<file path="src/shared/wetting_pkg.sv">
// constants, types and helpers shared by the wetting current configuration block
`default_nettype none
package wetting_pkg;
   // command frame layout
   localparam int FRAME_BITS = 32;
   localparam int ADDR_W = 7;
   localparam int DATA_W = 24;
   localparam int ADDR_LSB = 25;
   localparam int RW_BIT = 24;
   localparam int HEADER_BITS = 8;
   localparam int BIT_CNT_W = 6;
   localparam logic RW_WRITE = 1'h1;

   // register addresses
   localparam logic [ADDR_W-1:0] ADDR_UPPER_GND_LEVEL = 7'h06;
   localparam logic [ADDR_W-1:0] ADDR_BATT_CONT = 7'h0b;
   localparam logic [ADDR_W-1:0] ADDR_GND_CONT = 7'h0c;

   // implemented bits and reset values
   localparam logic [DATA_W-1:0] UPPER_LEVEL_MASK = 24'h03_ffff;
   localparam logic [DATA_W-1:0] BATT_CONT_MASK = 24'h00_00ff;
   localparam logic [DATA_W-1:0] GND_CONT_MASK = 24'h00_3fff;
   localparam logic [DATA_W-1:0] UPPER_LEVEL_RST = 24'h03_6db6;
   localparam logic [DATA_W-1:0] CONT_RST = 24'h00_0000;
   localparam logic [DATA_W-1:0] DATA_ZERO = 24'h00_0000;

   // inputs
   localparam int GND_INPUTS = 14;
   localparam int PROG_INPUTS = 8;
   localparam int ALL_INPUTS = GND_INPUTS + PROG_INPUTS;
   localparam int UPPER_FIRST = 8;
   localparam int UPPER_INPUTS = 6;
   localparam int LEVEL_W = 3;
   localparam int UPPER_LEVEL_BITS = UPPER_INPUTS * LEVEL_W;
   localparam int CURRENT_W = 8;

   typedef logic [LEVEL_W-1:0] level_code_t;
   localparam level_code_t LEVEL_SUSTAIN = 3'h0;

   // timing
   localparam int CLK_PERIOD_NS = 4;
   localparam int TICK_NS = 1000;
   localparam int TICK_CYCLES = (TICK_NS + CLK_PERIOD_NS - 1) / CLK_PERIOD_NS;
   localparam int TICK_CNT_W = 8;
   localparam int WETTING_TIME_MS = 20;
   localparam int WETTING_TICKS_DEF = WETTING_TIME_MS * 1000000 / TICK_NS;
   localparam int TIMER_W = 15;

   // pin synchroniser
   localparam int SYNC_W = ALL_INPUTS + 3;
   localparam int SYNC_SCLK = ALL_INPUTS + 2;
   localparam int SYNC_CS = ALL_INPUTS + 1;
   localparam int SYNC_MOSI = ALL_INPUTS;
   localparam logic [SYNC_W-1:0] SYNC_RST = 25'h080_0000;

   typedef enum logic [1:0] {
      SPI_IDLE = 2'b00,
      SPI_SHIFT = 2'b01
   } spi_state_t;

   // level code to contact current in tenths of a milliampere
   function automatic logic [CURRENT_W-1:0] level_to_tenths(input level_code_t code);
      case (code)
         3'h0: level_to_tenths = 8'h14;
         3'h1: level_to_tenths = 8'h3c;
         3'h2: level_to_tenths = 8'h50;
         3'h3: level_to_tenths = 8'h64;
         3'h4: level_to_tenths = 8'h78;
         3'h5: level_to_tenths = 8'h8c;
         3'h6: level_to_tenths = 8'ha0;
         default: level_to_tenths = 8'hc8;
      endcase
   endfunction
endpackage
`default_nettype wire

</file>
<file path="src/shared/wetting_timer_if.sv">
// carrier between the register logic and the per-input wetting timers
`timescale 1ns/1ns
`default_nettype none
interface wetting_timer_if;
   import wetting_pkg::*;
   logic [ALL_INPUTS-1:0] crossing;
   logic [ALL_INPUTS-1:0] continuous;
   logic [ALL_INPUTS-1:0] active;
   modport ctrl (output crossing, output continuous, input active);
   modport timer (input crossing, input continuous, output active);
endinterface
`default_nettype wire

</file>
<file path="src/core/wetting_current_config.sv">
// wetting current configuration registers behind a 32-bit spi slave, with per-input timing
//
// Operation
// [RQ1] frame: address in bits 31..25, read/write in bit 24, data in 23..0
// [RQ2] upper ground level register at 0x06, six 3-bit fields from bit 0
// [RQ3] level codes 0..7 mean 2, 6, 8, 10, 12, 14, 16, 20 mA
// [RQ4] every level field resets to code 110, i.e. 16 mA
// [RQ5] each input owns a 20 ms timer started by a comparator crossing
// [RQ6] on timer expiry in pulsed mode current drops to 2.0 mA sustain
// [RQ7] continuous bit 0 gives pulsed wetting, 1 holds wetting level always
// [RQ8] all continuous bits reset to 0, pulsed operation
// [RQ9] battery-input continuous register at 0x0b, bits 7..0 used
// [RQ10] ground-input continuous register at 0x0c, bits 13..0 used
// [RQ11] registers may be rewritten anytime and take effect at once
// [RQ12] unused bits ignore writes and read as zero
`timescale 1ns/1ns
`default_nettype none
module wetting_current_config
   import wetting_pkg::*;
#(
   parameter int WETTING_TICKS = WETTING_TICKS_DEF
) (
   input wire logic clk_sys_i,
   input wire logic sys_rst_i,
   input wire logic spi_sclk_i,
   input wire logic spi_cs_b_i,
   input wire logic spi_mosi_i,
   output logic spi_miso_o,
   input wire logic [GND_INPUTS-1:0] ground_switch_input_cmp_i,
   input wire logic [PROG_INPUTS-1:0] programmable_switch_input_cmp_i,
   output logic [GND_INPUTS-1:0] ground_switch_input_wetting_o,
   output logic [PROG_INPUTS-1:0] programmable_switch_input_wetting_o,
   output logic [UPPER_LEVEL_BITS-1:0] upper_ground_level_o,
   output logic [UPPER_INPUTS*CURRENT_W-1:0] upper_ground_current_o
);
   wetting_timer_if tmr_if ();

   logic [SYNC_W-1:0] pin_raw;
   logic [SYNC_W-1:0] sync1_q;
   logic [SYNC_W-1:0] sync2_q;
   logic [SYNC_W-1:0] sync3_q;
   logic [SYNC_W-1:0] stable_q;
   logic [SYNC_W-1:0] stable_d;
   logic [ALL_INPUTS-1:0] crossing_q;

   logic [DATA_W-1:0] upper_level_q;
   logic [DATA_W-1:0] batt_cont_q;
   logic [DATA_W-1:0] gnd_cont_q;

   spi_state_t spi_state_q;
   logic [FRAME_BITS-1:0] rx_q;
   logic [BIT_CNT_W-1:0] bit_cnt_q;
   logic [DATA_W-1:0] tx_q;
   logic miso_q;
   logic sclk_rise;
   logic sclk_fall;
   logic cs_assert;
   logic cs_release;
   logic [HEADER_BITS-1:0] header;
   logic frame_write;

   logic [GND_INPUTS-1:0] gnd_wet_q;
   logic [PROG_INPUTS-1:0] prog_wet_q;
   logic [UPPER_LEVEL_BITS-1:0] upper_eff_q;
   logic [UPPER_INPUTS*CURRENT_W-1:0] upper_cur_q;

   assign pin_raw = {spi_sclk_i, spi_cs_b_i, spi_mosi_i, programmable_switch_input_cmp_i, ground_switch_input_cmp_i};

   // three-stage synchroniser, a change counts once stages two and three agree
   always_ff @(posedge clk_sys_i) begin
      if (sys_rst_i) begin
         sync1_q <= SYNC_RST;
         sync2_q <= SYNC_RST;
         sync3_q <= SYNC_RST;
      end else begin
         sync1_q <= pin_raw;
         sync2_q <= sync1_q;
         sync3_q <= sync2_q;
      end
   end

   genvar i;
   generate
      for (i = 0; i < SYNC_W; i++) begin : g_stable
         assign stable_d[i] = (sync2_q[i] == sync3_q[i]) ? sync3_q[i] : stable_q[i];
      end
   endgenerate

   always_ff @(posedge clk_sys_i) begin
      if (sys_rst_i) begin
         stable_q <= SYNC_RST;
         crossing_q <= '0;
      end else begin
         stable_q <= stable_d;
         // any settled comparator change is a threshold crossing
         crossing_q <= stable_d[ALL_INPUTS-1:0] ^ stable_q[ALL_INPUTS-1:0]; // [RQ5]
      end
   end

   assign sclk_rise = stable_d[SYNC_SCLK] & ~stable_q[SYNC_SCLK];
   assign sclk_fall = ~stable_d[SYNC_SCLK] & stable_q[SYNC_SCLK];
   assign cs_assert = ~stable_d[SYNC_CS] & stable_q[SYNC_CS];
   assign cs_release = stable_d[SYNC_CS] & ~stable_q[SYNC_CS];
   assign header = {rx_q[HEADER_BITS-2:0], stable_d[SYNC_MOSI]};
   // a short or long frame is dropped rather than half applied
   assign frame_write = (bit_cnt_q == BIT_CNT_W'(FRAME_BITS)) && (rx_q[RW_BIT] == RW_WRITE); // [RQ1]

   // read mux, unmapped addresses and unused bits return zero
   function automatic logic [DATA_W-1:0] read_reg(input logic [ADDR_W-1:0] addr);
      case (addr)
         ADDR_UPPER_GND_LEVEL: read_reg = upper_level_q & UPPER_LEVEL_MASK; // [RQ12]
         ADDR_BATT_CONT: read_reg = batt_cont_q & BATT_CONT_MASK; // [RQ12]
         ADDR_GND_CONT: read_reg = gnd_cont_q & GND_CONT_MASK; // [RQ12]
         default: read_reg = DATA_ZERO;
      endcase
   endfunction

   // frame state: spi mode 0, msb first
   always_ff @(posedge clk_sys_i) begin
      if (sys_rst_i) begin
         spi_state_q <= SPI_IDLE;
         rx_q <= '0;
         bit_cnt_q <= '0;
      end else begin
         case (spi_state_q)
            SPI_IDLE: begin
               if (cs_assert) begin
                  spi_state_q <= SPI_SHIFT;
                  rx_q <= '0;
                  bit_cnt_q <= '0;
               end
            end
            SPI_SHIFT: begin
               if (cs_release) begin
                  spi_state_q <= SPI_IDLE;
               end else if (sclk_rise) begin
                  rx_q <= {rx_q[FRAME_BITS-2:0], stable_d[SYNC_MOSI]}; // [RQ1]
                  if (bit_cnt_q != BIT_CNT_W'(FRAME_BITS + 1)) begin
                     bit_cnt_q <= bit_cnt_q + 1'b1;
                  end
               end
            end
            default: spi_state_q <= SPI_IDLE;
         endcase
      end
   end

   // reply: zero header byte, then the addressed register in the same frame
   always_ff @(posedge clk_sys_i) begin
      if (sys_rst_i) begin
         tx_q <= '0;
         miso_q <= 1'b0;
      end else if (spi_state_q == SPI_IDLE || cs_release) begin
         tx_q <= '0;
         miso_q <= 1'b0;
      end else if (sclk_rise && bit_cnt_q == BIT_CNT_W'(HEADER_BITS - 1)) begin
         tx_q <= read_reg(header[HEADER_BITS-1:1]); // [RQ1]
      end else if (sclk_fall && bit_cnt_q >= BIT_CNT_W'(HEADER_BITS)) begin
         miso_q <= tx_q[DATA_W-1];
         tx_q <= {tx_q[DATA_W-2:0], 1'b0};
      end
   end

   // register writes land at chip-select release and steer the timers at once
   always_ff @(posedge clk_sys_i) begin
      if (sys_rst_i) begin
         upper_level_q <= UPPER_LEVEL_RST; // [RQ4]
         batt_cont_q <= CONT_RST; // [RQ8]
         gnd_cont_q <= CONT_RST; // [RQ8]
      end else if (spi_state_q == SPI_SHIFT && cs_release && frame_write) begin
         case (rx_q[FRAME_BITS-1:ADDR_LSB])
            ADDR_UPPER_GND_LEVEL: upper_level_q <= rx_q[DATA_W-1:0] & UPPER_LEVEL_MASK; // [RQ2] [RQ11] [RQ12]
            ADDR_BATT_CONT: batt_cont_q <= rx_q[DATA_W-1:0] & BATT_CONT_MASK; // [RQ9] [RQ11] [RQ12]
            ADDR_GND_CONT: gnd_cont_q <= rx_q[DATA_W-1:0] & GND_CONT_MASK; // [RQ10] [RQ11] [RQ12]
            default: begin
            end
         endcase
      end
   end

   assign tmr_if.crossing = crossing_q;
   assign tmr_if.continuous = {batt_cont_q[PROG_INPUTS-1:0], gnd_cont_q[GND_INPUTS-1:0]}; // [RQ9] [RQ10]

   wetting_timer_bank #(
      .WET_TICKS(WETTING_TICKS)
   ) u_timers (
      .clk_sys_i(clk_sys_i),
      .sys_rst_i(sys_rst_i),
      .tmr(tmr_if.timer)
   );

   // effective level per upper ground input: programmed or sustain
   generate
      for (i = 0; i < UPPER_INPUTS; i++) begin : g_level
         level_code_t eff;
         assign eff = tmr_if.active[UPPER_FIRST+i] ? upper_level_q[i*LEVEL_W +: LEVEL_W] : LEVEL_SUSTAIN; // [RQ6]
         always_ff @(posedge clk_sys_i) begin
            if (sys_rst_i) begin
               upper_eff_q[i*LEVEL_W +: LEVEL_W] <= LEVEL_SUSTAIN;
               upper_cur_q[i*CURRENT_W +: CURRENT_W] <= level_to_tenths(LEVEL_SUSTAIN);
            end else begin
               upper_eff_q[i*LEVEL_W +: LEVEL_W] <= eff; // [RQ2]
               upper_cur_q[i*CURRENT_W +: CURRENT_W] <= level_to_tenths(eff); // [RQ3]
            end
         end
      end
   endgenerate

   always_ff @(posedge clk_sys_i) begin
      if (sys_rst_i) begin
         gnd_wet_q <= '0;
         prog_wet_q <= '0;
      end else begin
         gnd_wet_q <= tmr_if.active[GND_INPUTS-1:0]; // [RQ6]
         prog_wet_q <= tmr_if.active[ALL_INPUTS-1:GND_INPUTS]; // [RQ6]
      end
   end

   assign spi_miso_o = miso_q;
   assign ground_switch_input_wetting_o = gnd_wet_q;
   assign programmable_switch_input_wetting_o = prog_wet_q;
   assign upper_ground_level_o = upper_eff_q;
   assign upper_ground_current_o = upper_cur_q;
endmodule
`default_nettype wire

</file>
<file path="src/core/wetting_timer_bank.sv">
// one wetting timer per switch input with a shared microsecond tick
`timescale 1ns/1ns
`default_nettype none
module wetting_timer_bank
   import wetting_pkg::*;
#(
   parameter int WET_TICKS = WETTING_TICKS_DEF
) (
   input wire logic clk_sys_i,
   input wire logic sys_rst_i,
   wetting_timer_if.timer tmr
);
   localparam logic [TICK_CNT_W-1:0] TICK_LAST = TICK_CNT_W'(TICK_CYCLES - 1);
   // one tick beyond the length: the first tick after a start is partial, so the window never runs short
   localparam logic [TIMER_W-1:0] TIMER_LAST = TIMER_W'(WET_TICKS); // [RQ5]

   logic [TICK_CNT_W-1:0] tick_cnt_q;
   logic tick_q;

   // shared divider keeps each timer narrow
   always_ff @(posedge clk_sys_i) begin
      if (sys_rst_i) begin
         tick_cnt_q <= '0;
         tick_q <= 1'b0;
      end else if (tick_cnt_q == TICK_LAST) begin
         tick_cnt_q <= '0;
         tick_q <= 1'b1;
      end else begin
         tick_cnt_q <= tick_cnt_q + 1'b1;
         tick_q <= 1'b0;
      end
   end

   genvar i;
   generate
      for (i = 0; i < ALL_INPUTS; i++) begin : g_timer
         logic [TIMER_W-1:0] cnt_q;
         logic act_q;
         always_ff @(posedge clk_sys_i) begin
            if (sys_rst_i) begin
               cnt_q <= '0;
               act_q <= 1'b0;
            end else if (tmr.continuous[i]) begin
               cnt_q <= '0; // [RQ7]
               act_q <= 1'b1; // [RQ7]
            end else if (tmr.crossing[i]) begin
               cnt_q <= '0; // [RQ5]
               act_q <= 1'b1; // [RQ5]
            end else if (act_q && tick_q) begin
               if (cnt_q == TIMER_LAST) begin
                  act_q <= 1'b0; // [RQ6]
               end else begin
                  cnt_q <= cnt_q + 1'b1;
               end
            end
         end
         assign tmr.active[i] = act_q;
      end
   endgenerate
endmodule
`default_nettype wire

</file>
<file path="config.mk">
export PLATFORM = sky130hd
export DESIGN_NAME = wetting_current_config
export DESIGN_NICKNAME = d
export VERILOG_FILES = /design/src/shared/wetting_pkg.sv /design/src/shared/wetting_timer_if.sv /design/src/core/wetting_current_config.sv /design/src/core/wetting_timer_bank.sv
export SDC_FILE = /design/constraint.sdc
export NUM_CORES = 1
export LEC_CHECK = 0
export ABC_AREA = 1
export BUFFER_PORTS_ARGS = -buffer_cell sky130_fd_sc_hd__buf_2
export CORE_UTILIZATION = 30
export DETAILED_ROUTE_END_ITERATION = 10
export PLACE_DENSITY_LB_ADDON = 0.2
export RECOVER_POWER = 50
export SYNTH_ARGS = -nofsm -noshare
export SYNTH_HDL_FRONTEND = slang
export SYNTH_HIERARCHICAL = 1
export SYNTH_SLANG_ARGS = --single-unit
</file>
<file path="constraint.sdc">
create_clock -name clk_sys_i -period 3.9 [get_ports clk_sys_i]
set_input_delay 0.78 -clock clk_sys_i [delete_from_list [all_inputs] [get_ports clk_sys_i]]
set_output_delay 0.78 -clock clk_sys_i [all_outputs]
set_load 0.02 [all_outputs]
</file>
Yosys cells after proc, flatten, opt, wreduce, memory -nomap -nowiden
Index checks and enable logic that the tools add are counted.
Word-level totals
  bits of input ports: 27
  register bits: 676
  output and inout bits: 89
Operators by class
  equal/unequal tests: 99
  muxes and demuxes: 141
  add/sub/neg operators: 24
  bitwise operators: 32
  magnitude comparators: 1
  reductions and logical operators: 156
Operator list (number)
  $pmux W8 S7: 6
  $add A15 B1 Y15 const B: 22
  $eq A15 B15 Y1 const B: 22
  $reduce_bool A3 Y1: 44
  $mux W1: 114
  $reduce_and A2 Y1: 49
  $mux W32: 3
  $reduce_or A3 Y1: 22
  $pmux W32 S2: 1
  $eq A3 B3 Y1 const B: 18
  $pmux W18 S3: 1
  $mux W24: 2
  $eq A3 B2 Y1 const B: 12
  $eq A7 B4 Y1 const B: 4
  $logic_and A1 B1 Y1: 27
  $not A1 Y1: 27
  $eq A1 B1 Y1: 25
  $mux W6: 4
  $xor A22 B22 Y22: 1
  $eq A3 B1 Y1 const B: 6
  $logic_not A3 Y1: 6
  $mux W3: 6
  $eq A7 B3 Y1 const B: 2
  $pmux W6 S2: 1
  18 further kinds: 28

Longest topological paths before layout
  word-level depth: 7
  depth in mapped cells: 11

Cells and area by module
Netlist, hierarchy kept.
Modules (own cells, without submodules)
  wetting_timer_bank: cells each 3738, times used 1, seq. area each 7226.9 sq um, area an instance 22631.7 sq um
  wetting_current_config: cells each 1337, times used 1, seq. area each 6045.8 sq um, area an instance 10799.1 sq um

Worst setup path after synthesis
OpenSTA, ideal clock, no wires.
  kind: input to register
  from: in sys_rst_i
  to: reg gnd_wet_q[0], in the netlist ground_switch_input_wetting_o[0]
  setup slack: 2.244 ns
  stages: 4
  buffers on the path: 3
  data arrival time: 1.539 ns
  path through: clkbuf_1 clkbuf_1 buf_2 nor2_1
RTL lines
  from (decl): line wetting_current_config.sv:24  | input wire logic sys_rst_i,
  to (signal assigned): line wetting_current_config.sv:214  | gnd_wet_q <= tmr_if.active[GND_INPUTS-1:0];
  to (decl): line wetting_current_config.sv:62  | logic [GND_INPUTS-1:0] gnd_wet_q;
No word-level cell between the ends.

Worst setup path in the final report
  from: reg u_timers.tick_q
  to: reg u_timers.g_timer[12].act_q
Between the ends
  word-level cells in the longest chain between the ends: 3
Ends and longest elaborated chain
  from (decl): line wetting_timer_bank.sv:18  | logic tick_q;
  from (signal assigned): line wetting_timer_bank.sv:24  | tick_q <= 1'b0;
  from (signal assigned): line wetting_timer_bank.sv:27  | tick_q <= 1'b1;
  from (signal assigned): line wetting_timer_bank.sv:30  | tick_q <= 1'b0;
  $logic_and A1 B1 Y1: line wetting_timer_bank.sv:49  | end else if (act_q && tick_q) begin
  $reduce_bool A3 Y1 (no source line)
  $reduce_and A2 Y1 (no source line)
  to (signal assigned): line wetting_timer_bank.sv:45  | act_q <= 1'b1;
  to (signal assigned): line wetting_timer_bank.sv:48  | act_q <= 1'b1;
  to (signal assigned): line wetting_timer_bank.sv:51  | act_q <= 1'b0;
  to (decl): line wetting_timer_bank.sv:38  | logic act_q;
No other way between the ends.
A chain may end at the register's enable or synchronous reset.

==> flow_summary_export.csv <==
group,metric,value,unit
status,run_status,"finished with violations",
status,failed_checks,"capacitance limit, slew limit",
detailed_routing,dr.max_layer_used,"met4",
placement,dpl-instance-area,34800,um2
detailed_routing,drc,0,
logic_synthesis,ys_ff_latch,663,
clock_network,cts_tree,"yes",
detailed_routing,first_iter_violations,1565,
logic_synthesis,ys_types,38,
die,start_util,30.2,%
sta,fmax,0.357,GHz
logic_synthesis,synth_flop_cell,"dfxtp_1",
logic_synthesis,synth_edf_count,0,
cells_and_area,area_growth,12.3,%
logic_synthesis,synth_compound_area_share,9.02,%
logic_synthesis,yosys.area.top_type,"dfxtp_1",
detailed_routing,antenna_left,0,
detailed_routing,wl_met2,39100,um
sta,hold_slack,339,ps
cells_and_area,final_cell_mix,"nand2_1 (1482), nor2_1 (777), dfxtp_1 (663), inv_1 (573), a21oi_1 (386)",
cells_and_area,seqCellArea,13300,um2
logic_synthesis,synthSimpleGateAreaFrac,35.3,%
sta,finalCritPeriodShare,71.9,%
cells_and_area,final_common_cell,"nand2_1",
logic_synthesis,async_reset_ff_share,0,%
logic_synthesis,ys_top_cells_by_area,"dfxtp_1 (40%), nand2_1 (17%), nor2_1 (8.6%)",
clock_network,cts.sinks,663,
sta,rsz0062_at_grt,"false",
clock_network,cts_made_buffers,80,
pwr,p_total,15.2,mW
detailed_routing,dr.pass1.iters,5,
setup_path,path_class,"flip-flop to flip-flop",
clock_network,clkSlewWorstSetupHoldPaths,60,ps
sta,relSlewSlack,-10.3,%
hold_path,hold_class,"primary input to flip-flop",
sta,fin_crit,2800,ps
clock_network,cts-root-buf,"clkbuf_16",
clock_network,post_cts_buffers,0,
die,ios,116,
logic_synthesis,syn_inst,5075,
detailed_routing,routedWlPerCell,13.2,um
pwr,irDropWorstVdd,0.356,mV
detailed_routing,wl,87800,um
placement,dp_hpwl,61400,um
sta,finalClockSkew,22.7,ps
setup_path,critPathMaxFanout,22,
logic_synthesis,synth_top_family_by_area,"simple AND/OR/NAND/NOR gates",
clock_network,insertion_delay,650,ps
logic_synthesis,synth.area.mux_share,0,%
logic_synthesis,yosysWarnings,6,
pwr,power_leakage,14.0,nW
global_routing,grt_pass1_vias,28000,
cells_and_area,post-route-cell-area,37600,um2
global_routing,globalRoute.totalOverflow,0,
detailed_routing,vias,30300,
logic_synthesis,synth_xor_area_share,4.01,%
clock_network,clk_path_buf_depth,3,
setup_path,start_kind,"flip-flop",
clock_network,cts_hold_buffers,0,
die,die_x,336,um
detailed_routing,dr_wl_met3,3150,um
cells_and_area,multiInputGateArea,16800,um2
setup_path,critPathCaptureType,"flip-flop",
clock_network,cts_max_level,3,
sta,setup_violations,0,
sta,worst_slew_pin_slew,1650,ps
logic_synthesis,syn-cell-area,33400,um2
die,die_h,336,um
global_routing,grt_max_degree,134,
global_routing,grt_first_pass_wirelength,145000,um
logic_synthesis,avgSynthCellArea,6.59,um2
cells_and_area,drive_gt1_share,5.31,%
logic_synthesis,synth_fa_ha_area_share,1.83,%
pwr,power_density,405,nW/um2
die,fp-row-count,122,
setup_path,required,4360,ps
sta,fin_tns_setup,0,ps
cells_and_area,antennaDiodeCount,0,
cells_and_area,layout.nets,5168,
logic_synthesis,synth_top_area_share,39.7,%
detailed_routing,viasPerCell,4.55,
job,cap_violations,2,
die,core_area,111000,um2
die,dieArea,113000,um2
global_routing,grtUsageTotal,15.5,%
placement,place_congestion,0.824,
detailed_routing,wl_met1,43500,um
clock_network,post_cts_resized,0,
placement,portBuffers,103,
sta,hold_viol,0,
cells_and_area,fillCellCount,12200,
global_routing,antenna_found_initial,1,
logic_synthesis,yosysSeqAreaShare,39.7,%
sta,maxSlewViolCount,57,
setup_path,arrival,3260,ps
## final cells by class
cell class              count  share of cell area (%)
multi-input cells        3639                    44.7
well taps                1488                    4.96
clock inverters            46                    1.77
flip-flops and latches    663                    35.3
clock buffers             102                    5.87
repair buffers            117                    1.46
inverters                 591                    5.91
## metrics by stage
stage | instances | setup slack [ps] | util [%]
5_1_grt | 6646 | 846 | 34.0
4_1_cts | 6646 | 1540 | 34.1
3_5_place_dp | 6498 | 1330 | 31.5
6_report | 6646 | 1100 | 34.0
2_1_floorplan | 5086 | 2240 | -
3_3_place_gp | 6498 | 1360 | 31.5
## per-layer routing
metal  track usage (%)  vias up
li1                  -    16000
met3              2.30      129
met1              21.3    13800
met4              4.37        0
met2              25.2      405
met5                 0        -
## worst paths after layout
kind	start	end	slack (ps)	cells past startpoint
worst max-delay path	u_timers/tick_q	u_timers/g_timer[12].act_q	1100	3
worst min-delay path	programmable_switch_input_cmp_i[3]	sync1_q[17]	340	3
worst max register to register	u_timers/tick_q	u_timers/g_timer[12].act_q	1100	3
worst min register to register	sync1_q[14]	sync2_q[14]	390	2
## cells in the mapped netlist (50+ instances only)
cell type / n
o21ai_0: 93
xor2_1: 98
a21oi_1: 386
xnor2_1: 55
buf_4: 50
inv_1: 571
buf_2: 89
nand4_1: 137
nor2_1: 767
dfxtp_1: 663
nand2_1: 1480
nand3_1: 358
## flip-flops by register name (all words and copies together), names as in the netlist, 18 cells and up
signal,count
u_timers/g_timer.act_q,22
u_timers/g_timer.cnt_q,330
upper_level_q,18
upper_ground_current_o,36
upper_ground_level_o,18
tx_q,24
sync2_q,25
crossing_q,22
sync1_q,25
stable_q,25
sync3_q,25
rx_q,32
## power by group
group          total [mW]  switching (mW)  internal [mW]
Combinational       0.257           0.201         0.0560
Sequential           6.84          0.0270           6.81
Clock                8.10            3.09           5.02
## cell families (layout without fill, tap and decap cells)
group / Yosys count / after routing
AND/OR/NAND/NOR: 2850 / 2850
buffers and inverters: 784 / 856
flip-flops: 663 / 663
AO/OA/AOI/OAI: 575 / 575
XOR/XNOR: 153 / 153
adder cells (fa/ha/maj): 49 / 49
other: 1 / 12
## critical path: stages, from the launching register on
cell and delay [ps]:
dfxtp_1 1350, inv_2 770, o21ai_0 380, a21oi_1 90
Power figures use the tool's default switching activity.
